## config.mk

```make
export PLATFORM = sky130hd
export DESIGN_NAME = sector_flash_host
export DESIGN_NICKNAME = d
export VERILOG_FILES = /design/src/shared/flash_host_pkg.sv /design/src/design/strobe_cycle.sv /design/src/design/sector_flash_host.sv
export SDC_FILE = /design/constraint.sdc
export NUM_CORES = 1
export LEC_CHECK = 0
export ABC_AREA = 1
export BUFFER_PORTS_ARGS = -buffer_cell sky130_fd_sc_hd__buf_2
export CAP_MARGIN = 15
export CORE_MARGIN = 1.5
export CORE_UTILIZATION = 60
export DETAILED_ROUTE_END_ITERATION = 6
export GPL_TIMING_DRIVEN = 0
export PLACE_DENSITY = 0.84
export REMOVE_ABC_BUFFERS = 1
export SKIP_LAST_GASP = 1
export SYNTH_ARGS = -nofsm -noshare
export SYNTH_HDL_FRONTEND = slang
export SYNTH_SLANG_ARGS = --single-unit
```

## constraint.sdc

```tcl
create_clock -name clk -period 3.3 [get_ports clk]
set_input_delay 0.33 -clock clk [delete_from_list [all_inputs] [get_ports clk]]
set_output_delay 0.33 -clock clk [all_outputs]
set_load 0.1 [all_outputs]
```

## src/shared/flash_host_pkg.sv

```systemverilog
// package: constants and carrier types for the sector flash host controller
package flash_host_pkg;
  localparam int ADDR_W           = 19;
  localparam int DATA_W           = 8;
  localparam int SECTOR_COUNT     = 2048;
  localparam int SECTOR_BYTES     = 256;
  localparam int BYTE_ADDR_W      = 8;
  localparam int BOOT_BLOCK_BYTES = 16384;
  localparam int CLK_MHZ          = 40;
  // timing figures as printed, in their own units
  localparam int LOAD_GAP_US      = 150;
  localparam int POWER_UP_MS      = 10;
  localparam int PROGRAM_MAX_MS   = 20;
  localparam int STROBE_MIN_NS    = 15;
  localparam int CLK_PERIOD_NS    = 25;
  // longest gap rounds down, least times round up
  localparam int LOAD_GAP_CYC     = LOAD_GAP_US * CLK_MHZ;
  localparam int POWER_UP_CYC     = POWER_UP_MS * 1000 * CLK_MHZ;
  localparam int PROGRAM_MAX_CYC  = PROGRAM_MAX_MS * 1000 * CLK_MHZ;
  localparam int STROBE_CYC       =
    (STROBE_MIN_NS + CLK_PERIOD_NS - 1) / CLK_PERIOD_NS;
  localparam int ACCESS_CYC       = 8;
  // lock-state read locations and values in identification mode
  localparam logic [18:0] LOCK_LO_ADDR = 19'h00002;
  localparam logic [18:0] LOCK_HI_ADDR = 19'h7fff2;
  localparam logic [7:0]  LOCK_FREE    = 8'hfe;
  localparam logic [7:0]  LOCK_SET     = 8'hff;
  localparam int POLL_BIT   = 7;
  localparam int TOGGLE_BIT = 6;

  typedef enum logic [2:0] {
    OP_READ   = 3'h0,
    OP_SECTOR = 3'h1,
    OP_CHIP   = 3'h2,
    OP_LOCK   = 3'h3,
    OP_ID_IN  = 3'h4,
    OP_ID_OUT = 3'h5
  } op_t;

  typedef struct packed {
    logic [18:0] addr;
    logic [7:0]  data;
  } cmd_word_t;

  typedef struct packed {
    logic        ceN;
    logic        oeN;
    logic        weN;
    logic [18:0] addr;
    logic [7:0]  dout;
    logic        doutEn;
  } pins_t;
endpackage : flash_host_pkg

```

## src/design/strobe_cycle.sv

```systemverilog
// single bus cycle engine: one read or one write strobe on the flash pins
`timescale 1ns/10ps
module strobe_cycle
  import flash_host_pkg::*;
#(
  parameter int LOW_CYC = ACCESS_CYC
) (
  input  wire logic                   clk,
  input  wire logic                   arst_n,
  input  wire logic                   start,
  input  wire logic                   isWrite,
  input  wire flash_host_pkg::cmd_word_t word,
  input  wire logic [7:0]             pinData,
  output flash_host_pkg::pins_t       pins,
  output logic                        done,
  output logic [7:0]                  rdData
);
  import flash_host_pkg::*;

  typedef enum logic [1:0] {
    CY_IDLE = 2'b00,
    CY_LOW  = 2'b01,
    CY_HIGH = 2'b11
  } cy_t;

  cy_t         st_q, st_d;
  logic [7:0]  cnt_q, cnt_d;
  pins_t       pins_q, pins_d;
  logic        done_q, done_d;
  logic [7:0]  rd_q, rd_d;

  always_comb begin
    st_d   = st_q;
    cnt_d  = cnt_q;
    pins_d = pins_q;
    done_d = 1'b0;
    rd_d   = rd_q;
    case (st_q)
      CY_IDLE: begin
        if (start) begin
          pins_d.addr   = word.addr;
          pins_d.dout   = word.data;
          // [RULE_09] byte load pulse
          pins_d.ceN    = 1'b0;
          pins_d.weN    = ~isWrite;
          pins_d.oeN    = isWrite;
          pins_d.doutEn = isWrite;
          cnt_d = 8'h00;
          st_d  = CY_LOW;
        end
      end
      CY_LOW: begin
        cnt_d = cnt_q + 8'h01;
        // [RULE_14] strobe wide enough
        if (cnt_q >= 8'(LOW_CYC - 1)) begin
          rd_d       = pinData;
          pins_d.ceN = 1'b1;
          pins_d.weN = 1'b1;
          pins_d.oeN = 1'b1;
          st_d       = CY_HIGH;
        end
      end
      CY_HIGH: begin
        pins_d.doutEn = 1'b0;
        done_d = 1'b1;
        st_d   = CY_IDLE;
      end
      default: st_d = CY_IDLE;
    endcase
  end

  always_ff @(posedge clk or negedge arst_n) begin
    if (!arst_n) begin
      st_q   <= CY_IDLE;
      cnt_q  <= 8'h00;
      pins_q <= '{ceN: 1'b1, oeN: 1'b1, weN: 1'b1, addr: '0,
                  dout: '0, doutEn: 1'b0};
      done_q <= 1'b0;
      rd_q   <= 8'h00;
    end else begin
      st_q   <= st_d;
      cnt_q  <= cnt_d;
      pins_q <= pins_d;
      done_q <= done_d;
      rd_q   <= rd_d;
    end
  end

  assign pins   = pins_q;
  assign done   = done_q;
  assign rdData = rd_q;
endmodule : strobe_cycle

```

## src/design/sector_flash_host.sv

```systemverilog
// host controller that reads, loads and programs the sector flash
`timescale 1ns/10ps
// Overview of operation
// [RULE_01] reads drive chip select and output enable low, write enable high
// [RULE_02] host drives data lines only during its own write strobes; code keeps flashDataOe high one cycle after flashWeN rises
// [RULE_03] programming works on whole 256-byte sectors of 2048 after unlock
// [RULE_04] host loads all 256 bytes of every programmed sector
// [RULE_05] device erases sector itself; host sends no erase
// [RULE_06] three unlock writes precede every sector program
// [RULE_07] protection persists over power; host always unlocks
// [RULE_08] writes without unlock store nothing and start the write timer
// [RULE_09] byte load is low strobe pulse with output enable high
// [RULE_10] next falling edge within 150 us, then host stops to let program
// [RULE_11] sector address held on upper lines for every byte
// [RULE_12] bytes may be loaded in any order
// [RULE_13] program cycles need output enable high and both strobes low
// [RULE_14] strobes last well over 15 ns
// [RULE_15] host waits 10 ms after power before programming
// [RULE_16] completion seen when bit 7 of last byte reads true
// [RULE_17] completion also seen when bit 6 stops toggling; for sector programs code needs bit 7 to match as well
// [RULE_18] program cycle ends within 20 ms, else timeout reported
// [RULE_19] chip erase issued as a six-write command code
// [RULE_20] boot blocks may be locked independently
// [RULE_21] boot block lockout issued as seven command writes
// [RULE_22] chip erase is pointless when a boot block is locked
// [RULE_23] id mode lock reads at 00002 and 7fff2, fe free, ff locked
// [RULE_24] id mode entered by software command sequence
// [RULE_25] command words are parameters supplied from outside
// [RULE_26] no new access until completion is seen
module sector_flash_host
  import flash_host_pkg::*;
#(
  parameter int POWER_CYC   = POWER_UP_CYC,
  parameter int PROG_CYC    = PROGRAM_MAX_CYC,
  parameter int GAP_CYC     = LOAD_GAP_CYC,
  parameter int SEQ_MAX     = 7
) (
  input  wire logic                   clk,
  input  wire logic                   arst_n,
  input  wire logic                   opValid,
  input  wire flash_host_pkg::op_t    opCode,
  input  wire logic [18:0]            opAddr,
  input  wire logic [2:0]             seqLen,
  input  wire flash_host_pkg::cmd_word_t seqWord,
  input  wire logic [7:0]             loadData,
  input  wire logic [7:0]             flashDataIn,
  output logic                        opReady,
  output logic [2:0]                  seqIndex,
  output logic [7:0]                  loadIndex,
  output logic                        rdValid,
  output logic [7:0]                  rdData,
  output logic                        opDone,
  output logic                        opTimeout,
  output logic                        flashCeN,
  output logic                        flashOeN,
  output logic                        flashWeN,
  output logic [18:0]                 address_lines,
  output logic [7:0]                  flashDataOut,
  output logic                        flashDataOe
);
  import flash_host_pkg::*;

  typedef enum logic [2:0] {
    S_POWER = 3'b000,
    S_IDLE  = 3'b001,
    S_CMD   = 3'b011,
    S_LOAD  = 3'b010,
    S_GAP   = 3'b110,
    S_POLL  = 3'b111,
    S_READ  = 3'b101
  } st_t;

  st_t        st_q, st_d;
  op_t        op_q, op_d;
  logic [18:0] addr_q, addr_d;
  logic [2:0] seq_q, seq_d;
  logic [8:0] byte_q, byte_d;
  logic [31:0] tmr_q, tmr_d;
  logic [7:0] last_q, last_d;
  logic       pollSeen_q, pollSeen_d, prev_q, prev_d;
  logic       rdv_q, rdv_d, done_q, done_d, tmo_q, tmo_d, rdy_q, rdy_d;
  logic [7:0] rdd_q, rdd_d;
  logic [7:0] lastByte_q, lastByte_d;
  logic       cyStart;
  logic       cyWrite;
  cmd_word_t  cyWord;
  pins_t      cyPins;
  logic       cyDone;
  logic [7:0] cyRd;
  logic [7:0] din1_q, din2_q, din3_q, dinOk_q, dinOk_d;

  // flash data pins cross in from outside the clock domain
  always_ff @(posedge clk or negedge arst_n) begin
    if (!arst_n) begin
      din1_q <= 8'h00;
      din2_q <= 8'h00;
      din3_q <= 8'h00;
      dinOk_q <= 8'h00;
    end else begin
      din1_q <= flashDataIn;
      din2_q <= din1_q;
      din3_q <= din2_q;
      dinOk_q <= dinOk_d;
    end
  end

  // take a new value once the last two stages agree
  assign dinOk_d = (din2_q == din3_q) ? din3_q : dinOk_q;

  strobe_cycle #(.LOW_CYC(ACCESS_CYC)) u_cycle (
    .clk     (clk),
    .arst_n  (arst_n),
    .start   (cyStart),
    .isWrite (cyWrite),
    .word    (cyWord),
    .pinData (dinOk_q),
    .pins    (cyPins),
    .done    (cyDone),
    .rdData  (cyRd)
  );

  always_comb begin
    st_d       = st_q;
    op_d       = op_q;
    addr_d     = addr_q;
    seq_d      = seq_q;
    byte_d     = byte_q;
    tmr_d      = tmr_q + 32'h1;
    last_d     = last_q;
    pollSeen_d = pollSeen_q;
    prev_d     = prev_q;
    rdv_d      = 1'b0;
    done_d     = 1'b0;
    tmo_d      = 1'b0;
    rdd_d      = rdd_q;
    lastByte_d = lastByte_q;
    cyStart    = 1'b0;
    cyWrite    = 1'b0;
    cyWord     = '{addr: addr_q, data: 8'h00};
    case (st_q)
      S_POWER: begin
        // [RULE_15] power-up wait
        if (tmr_q >= 32'(POWER_CYC - 1))
          st_d = S_IDLE;
      end
      S_IDLE: begin
        tmr_d = 32'h0;
        // [RULE_26] accept only when idle
        if (opValid) begin
          op_d   = opCode;
          addr_d = opAddr;
          seq_d  = 3'h0;
          byte_d = 9'h000;
          if (opCode == OP_READ) begin
            st_d = S_READ;
          end else begin
            st_d = S_CMD;
          end
        end
      end
      S_CMD: begin
        // [RULE_06] [RULE_19] [RULE_21] command writes
        cyWrite = 1'b1;
        cyWord  = seqWord;
        cyStart = (tmr_q == 32'h0);
        if (cyDone) begin
          tmr_d = 32'h0;
          seq_d = seq_q + 3'h1;
          // [RULE_25] sequence length from outside
          if (seq_q + 3'h1 >= seqLen || seq_q == 3'(SEQ_MAX - 1)) begin
            if (op_q == OP_SECTOR) begin
              st_d = S_LOAD;
            end else if (op_q == OP_ID_IN || op_q == OP_ID_OUT) begin
              done_d = 1'b1;
              st_d   = S_IDLE;
            end else begin
              st_d = S_GAP;
            end
          end
        end
      end
      S_LOAD: begin
        // [RULE_03] [RULE_09] [RULE_11] [RULE_12] whole sector loads
        cyWrite = 1'b1;
        cyWord  = '{addr: {addr_q[18:8], byte_q[7:0]}, data: loadData};
        cyStart = (tmr_q == 32'h0);
        if (cyDone) begin
          tmr_d      = 32'h0;
          lastByte_d = loadData;
          last_d     = byte_q[7:0];
          byte_d     = byte_q + 9'h001;
          // [RULE_04] all bytes loaded
          if (byte_q == 9'(SECTOR_BYTES - 1))
            st_d = S_GAP;
        end
      end
      S_GAP: begin
        // [RULE_10] let the load window close
        if (tmr_q >= 32'(GAP_CYC)) begin
          tmr_d      = 32'h0;
          pollSeen_d = 1'b0;
          prev_d     = 1'b0;
          st_d       = S_POLL;
        end
      end
      S_POLL: begin
        // [RULE_16] [RULE_17] poll the last loaded byte
        cyWord  = '{addr: {addr_q[18:8], last_q}, data: 8'h00};
        cyStart = !pollSeen_q;
        if (cyStart)
          pollSeen_d = 1'b1;
        if (cyDone) begin
          pollSeen_d = 1'b0;
          rdd_d      = cyRd;
          prev_d     = 1'b1;
          if (prev_q && (op_q != OP_SECTOR ||
               cyRd[POLL_BIT] == lastByte_q[POLL_BIT]) &&
              cyRd[TOGGLE_BIT] == rdd_q[TOGGLE_BIT]) begin
            done_d = 1'b1;
            st_d   = S_IDLE;
          end else if (tmr_q >= 32'(PROG_CYC)) begin
            // [RULE_18] time limit, checked between polls
            tmo_d  = 1'b1;
            done_d = 1'b1;
            st_d   = S_IDLE;
          end
        end
      end
      S_READ: begin
        // [RULE_01] [RULE_23] plain or id-mode read
        cyWord  = '{addr: addr_q, data: 8'h00};
        cyStart = (tmr_q == 32'h0);
        if (cyDone) begin
          rdd_d = cyRd;
          rdv_d = 1'b1;
          st_d  = S_IDLE;
        end
      end
      default: st_d = S_IDLE;
    endcase
    rdy_d = (st_d == S_IDLE);
  end

  always_ff @(posedge clk or negedge arst_n) begin
    if (!arst_n) begin
      st_q       <= S_POWER;
      op_q       <= OP_READ;
      addr_q     <= '0;
      seq_q      <= 3'h0;
      byte_q     <= 9'h000;
      tmr_q      <= 32'h0;
      last_q     <= 8'h00;
      pollSeen_q <= 1'b0;
      rdv_q      <= 1'b0;
      done_q     <= 1'b0;
      tmo_q      <= 1'b0;
      rdd_q      <= 8'h00;
      lastByte_q <= 8'h00;
      rdy_q      <= 1'b0;
      prev_q     <= 1'b0;
    end else begin
      st_q       <= st_d;
      op_q       <= op_d;
      addr_q     <= addr_d;
      seq_q      <= seq_d;
      byte_q     <= byte_d;
      tmr_q      <= tmr_d;
      last_q     <= last_d;
      pollSeen_q <= pollSeen_d;
      rdv_q      <= rdv_d;
      done_q     <= done_d;
      tmo_q      <= tmo_d;
      rdd_q      <= rdd_d;
      lastByte_q <= lastByte_d;
      rdy_q      <= rdy_d;
      prev_q     <= prev_d;
    end
  end

  assign opReady       = rdy_q;
  assign seqIndex      = seq_q;
  assign loadIndex     = byte_q[7:0];
  assign rdValid       = rdv_q;
  assign rdData        = rdd_q;
  assign opDone        = done_q;
  assign opTimeout     = tmo_q;
  // [RULE_02] [RULE_13] pins straight from cycle flops
  assign flashCeN      = cyPins.ceN;
  assign flashOeN      = cyPins.oeN;
  assign flashWeN      = cyPins.weN;
  assign address_lines = cyPins.addr;
  assign flashDataOut  = cyPins.dout;
  assign flashDataOe   = cyPins.doutEn;
endmodule : sector_flash_host

```

==> results.md <==
* Initial Util at 61.7%
* Final worst-path cycle share at 77.1%
* RR Startpoint: st_q[1]
* I/O pins at 125
* Actual slew at the worst max-slew pin at 956 ps
* Crit Path Category: reg2reg
* Final core occ at 72.2%
* Die width at 120 µm
* R2R Path End: byte_q[7]
* Tmin final at 2550 ps
* Pre-antenna DRT Iters at 6
* H-tree depth at 4
* Syn avg cell area at 8.38 µm²
* Max-Cap Viols at 0
* Slew Limit Fails at 0
* Power per Cell Area at 883 nW/µm²
* Cells after Synth at 979
* Die Y at 120 µm
* Drt via density at 5.50
* Fin worst setup slack at 755 ps
* CTS tree: yes
* CTS sink count at 174
* Status: finished, final reports clean
* CP Capture Type: flip-flop
* Fin. Hold Viols at 0
* Detailed-route via count at 7106
* CTS root buf: clkbuf_16
* Total grt overflow at 0
* Hold_buf cts at 5
* Die Area at 14400 µm²
* Top_reg_cell synth: dfrtp_1
* Total Nets Final at 1182
* Yosys warning total at 0
* Mapped cell area at 8200 µm²
* Placer Congestion at 0.915
* CP Launch Point: st_q[1]
* GRT Total Usage at 30.2%
* First-pass GRT wire length at 34000 µm
* I/O Buffers at 124
* Worst Reg-to-Reg Cells at 9
* Kind of start point of the critical path: flip-flop
* Drt wl/cell at 15.7 µm
* Ys async rst share at 100%
* Flop2flop setup slack at 750 ps
* Antenna Nets Post-Route at 0
* Hold path startpoint: flashDataIn[1]
* 1st-iter DRT viols at 594
* Num CTS Buffers at 17
* Core box area at 13300 µm²
* Post-synth EDFFs at 0
* Register area share after synthesis at 53.1%
* Clock slew at reported path FFs at 70 ps
* Vias in the first global route at 7080
* Post-CTS Setup Inserts at 0
* Worst VDD drop at 0.734 mV
* Leakage at 0.00487 µW
* Rel. slew slack at 36.0%
* WP data arrival at 2870 ps
* DP HPWL at 13900 µm
* Pin count of the biggest net entering global routing at 121
* Post-CTS sizing at 0
* Worst skew pair latency at 430 ps
* Finish-stage setup viols at 0
* Unrepaired setup endpoints after global routing: false
* Min-Delay Path Class: in2reg
* CTS Buffer Depth at 2
* Synth-to-layout area growth at 17.0%
* Pre-CTS WS at 841 ps
* Seq cells post-synth at 174
* DRC errors left at 0
* Post-synth cell types at 42
* Crit path to: byte_q[7]
* Initial antenna violation count at 2
* Fin Clk Skew at 8.40 ps
* Maximum clock frequency at 393 MHz
* Critical Path RT at 3620 ps
* Share of layout cells above drive strength 1 at 16.2%
* Max FO, Critical Path at 17
* WL final at 20300 µm
* Num rows at 42
## critical path: stages (launching register included)
cell	delay, ps
dfrtp_1	590
nand2_4	160
nor2_4	350
nand2_1	430
nand2_1	350
nand4_1	190
nor2_1	170
nand3_1	80
nand2_1	60
nor2_1	50
## flip-flops by register name, indices dropped and copies added, names as in the netlist, 9 cells and up
| signal | flops |
|---|---|
| tmr_q | 32 |
| addr_q | 19 |
| byte_q | 9 |
| u_cycle.pins | 31 |
## layout by cell type, fill, tap and decap left out, drive strengths merged, types with 2 or more instances in the layout
| cell | n |
|---|---|
| clkbuf | 22 |
| dlygate4sd3 | 8 |
| mux2 | 7 |
| nor4 | 7 |
| and3 | 2 |
| buf | 128 |
| a221oi | 3 |
| a22oi | 8 |
| o211ai | 2 |
| nand4 | 14 |
| a21oi | 23 |
| a211oi | 3 |
| nor3b | 6 |
| o21ai | 66 |
| nor2 | 112 |
| clkinvlp | 2 |
| mux2i | 11 |
| inv | 98 |
| nand3b | 2 |
| dfstp | 3 |
| nor3 | 39 |
| nand3 | 60 |
| dfrtp | 171 |
| diode | 2 |
| a31oi | 2 |
| ha | 10 |
| nand2 | 277 |
| xor2 | 17 |
| clkinv | 2 |
| xnor2 | 3 |
## cells in the mapped netlist, drive strengths merged (6+ instances only)
cell type / instances / share of area (%)
a21oi: 23 / 1.4
a22oi: 8 / 0.73
buf: 20 / 1.7
clkbuf: 13 / 0.61
dfrtp: 171 / 52
ha: 10 / 1.5
inv: 93 / 4.3
mux2: 7 / 0.96
mux2i: 11 / 1.3
nand2: 277 / 13
nand3: 60 / 3.7
nand4: 14 / 1.1
nor2: 112 / 5.2
nor3: 39 / 2.4
nor3b: 6 / 0.55
nor4: 7 / 0.69
o21ai: 66 / 4.0
xor2: 17 / 1.8
## layer usage
| layer | vias up | track usage (%) | part of all wire, % |
|---|---|---|---|
| met5 | - | 0 | 0 |
| met4 | 0 | 11.1 | 1.9 |
| met3 | 38 | 7.46 | 7.0 |
| met2 | 291 | 50.3 | 49 |
| met1 | 3363 | 38.4 | 42 |
| li1 | 3414 | - | - |
## final cells by class
type	count	area [µm²]
clock inverters	9	97.6
clock buffers	22	474
fillers	1009	3700
diodes	2	5.00
flip-flops and latches	174	4360
well taps	176	220
multi-input cells	678	3300
repair buffers	136	788
inverters	94	354
## report_power, final
group,switching [µW],internal (µW),leakage [µW]
Clock,854,1110,0.000275
Combinational,2800,750,0.00233
Sequential,337,2620,0.00226
Total,3990,4480,0.00487
## stage by stage
step	instance area [µm²]	setup TNS [ps]	hold slack, ps	power, µW	std cells
floorplan	8010	0	34.4	5640	946
global placement	8850	-134010	332	6340	1246
detailed placement	8940	0	273	6500	1250
CTS	9560	0	0.693	8470	1286
global route	9600	0	7.61	8890	1291
finish	9600	0	29.0	8480	1291
## worst min path at each step
stage	to	slack, ps	depth (start not counted)
finish	din1_q[1]	30	1
global route	din1_q[1]	8	1
global placement	din2_q[1]	330	0
floorplan	addr_q[0]	30	0
detailed placement	tmr_q[0]	270	1
CTS	din1_q[7]	0.7	1
## kinds of logic after synthesis
family / synth area share, %
multiplexers: 2.30
buffers and inverters: 6.64
flip-flops: 53.1
AND/OR/NAND/NOR: 26.8
XOR/XNOR: 2.14
AO/OA/AOI/OAI: 7.43
adder cells (fa/ha/maj): 1.53
Note: power is estimated with default switching activity, not from simulation.
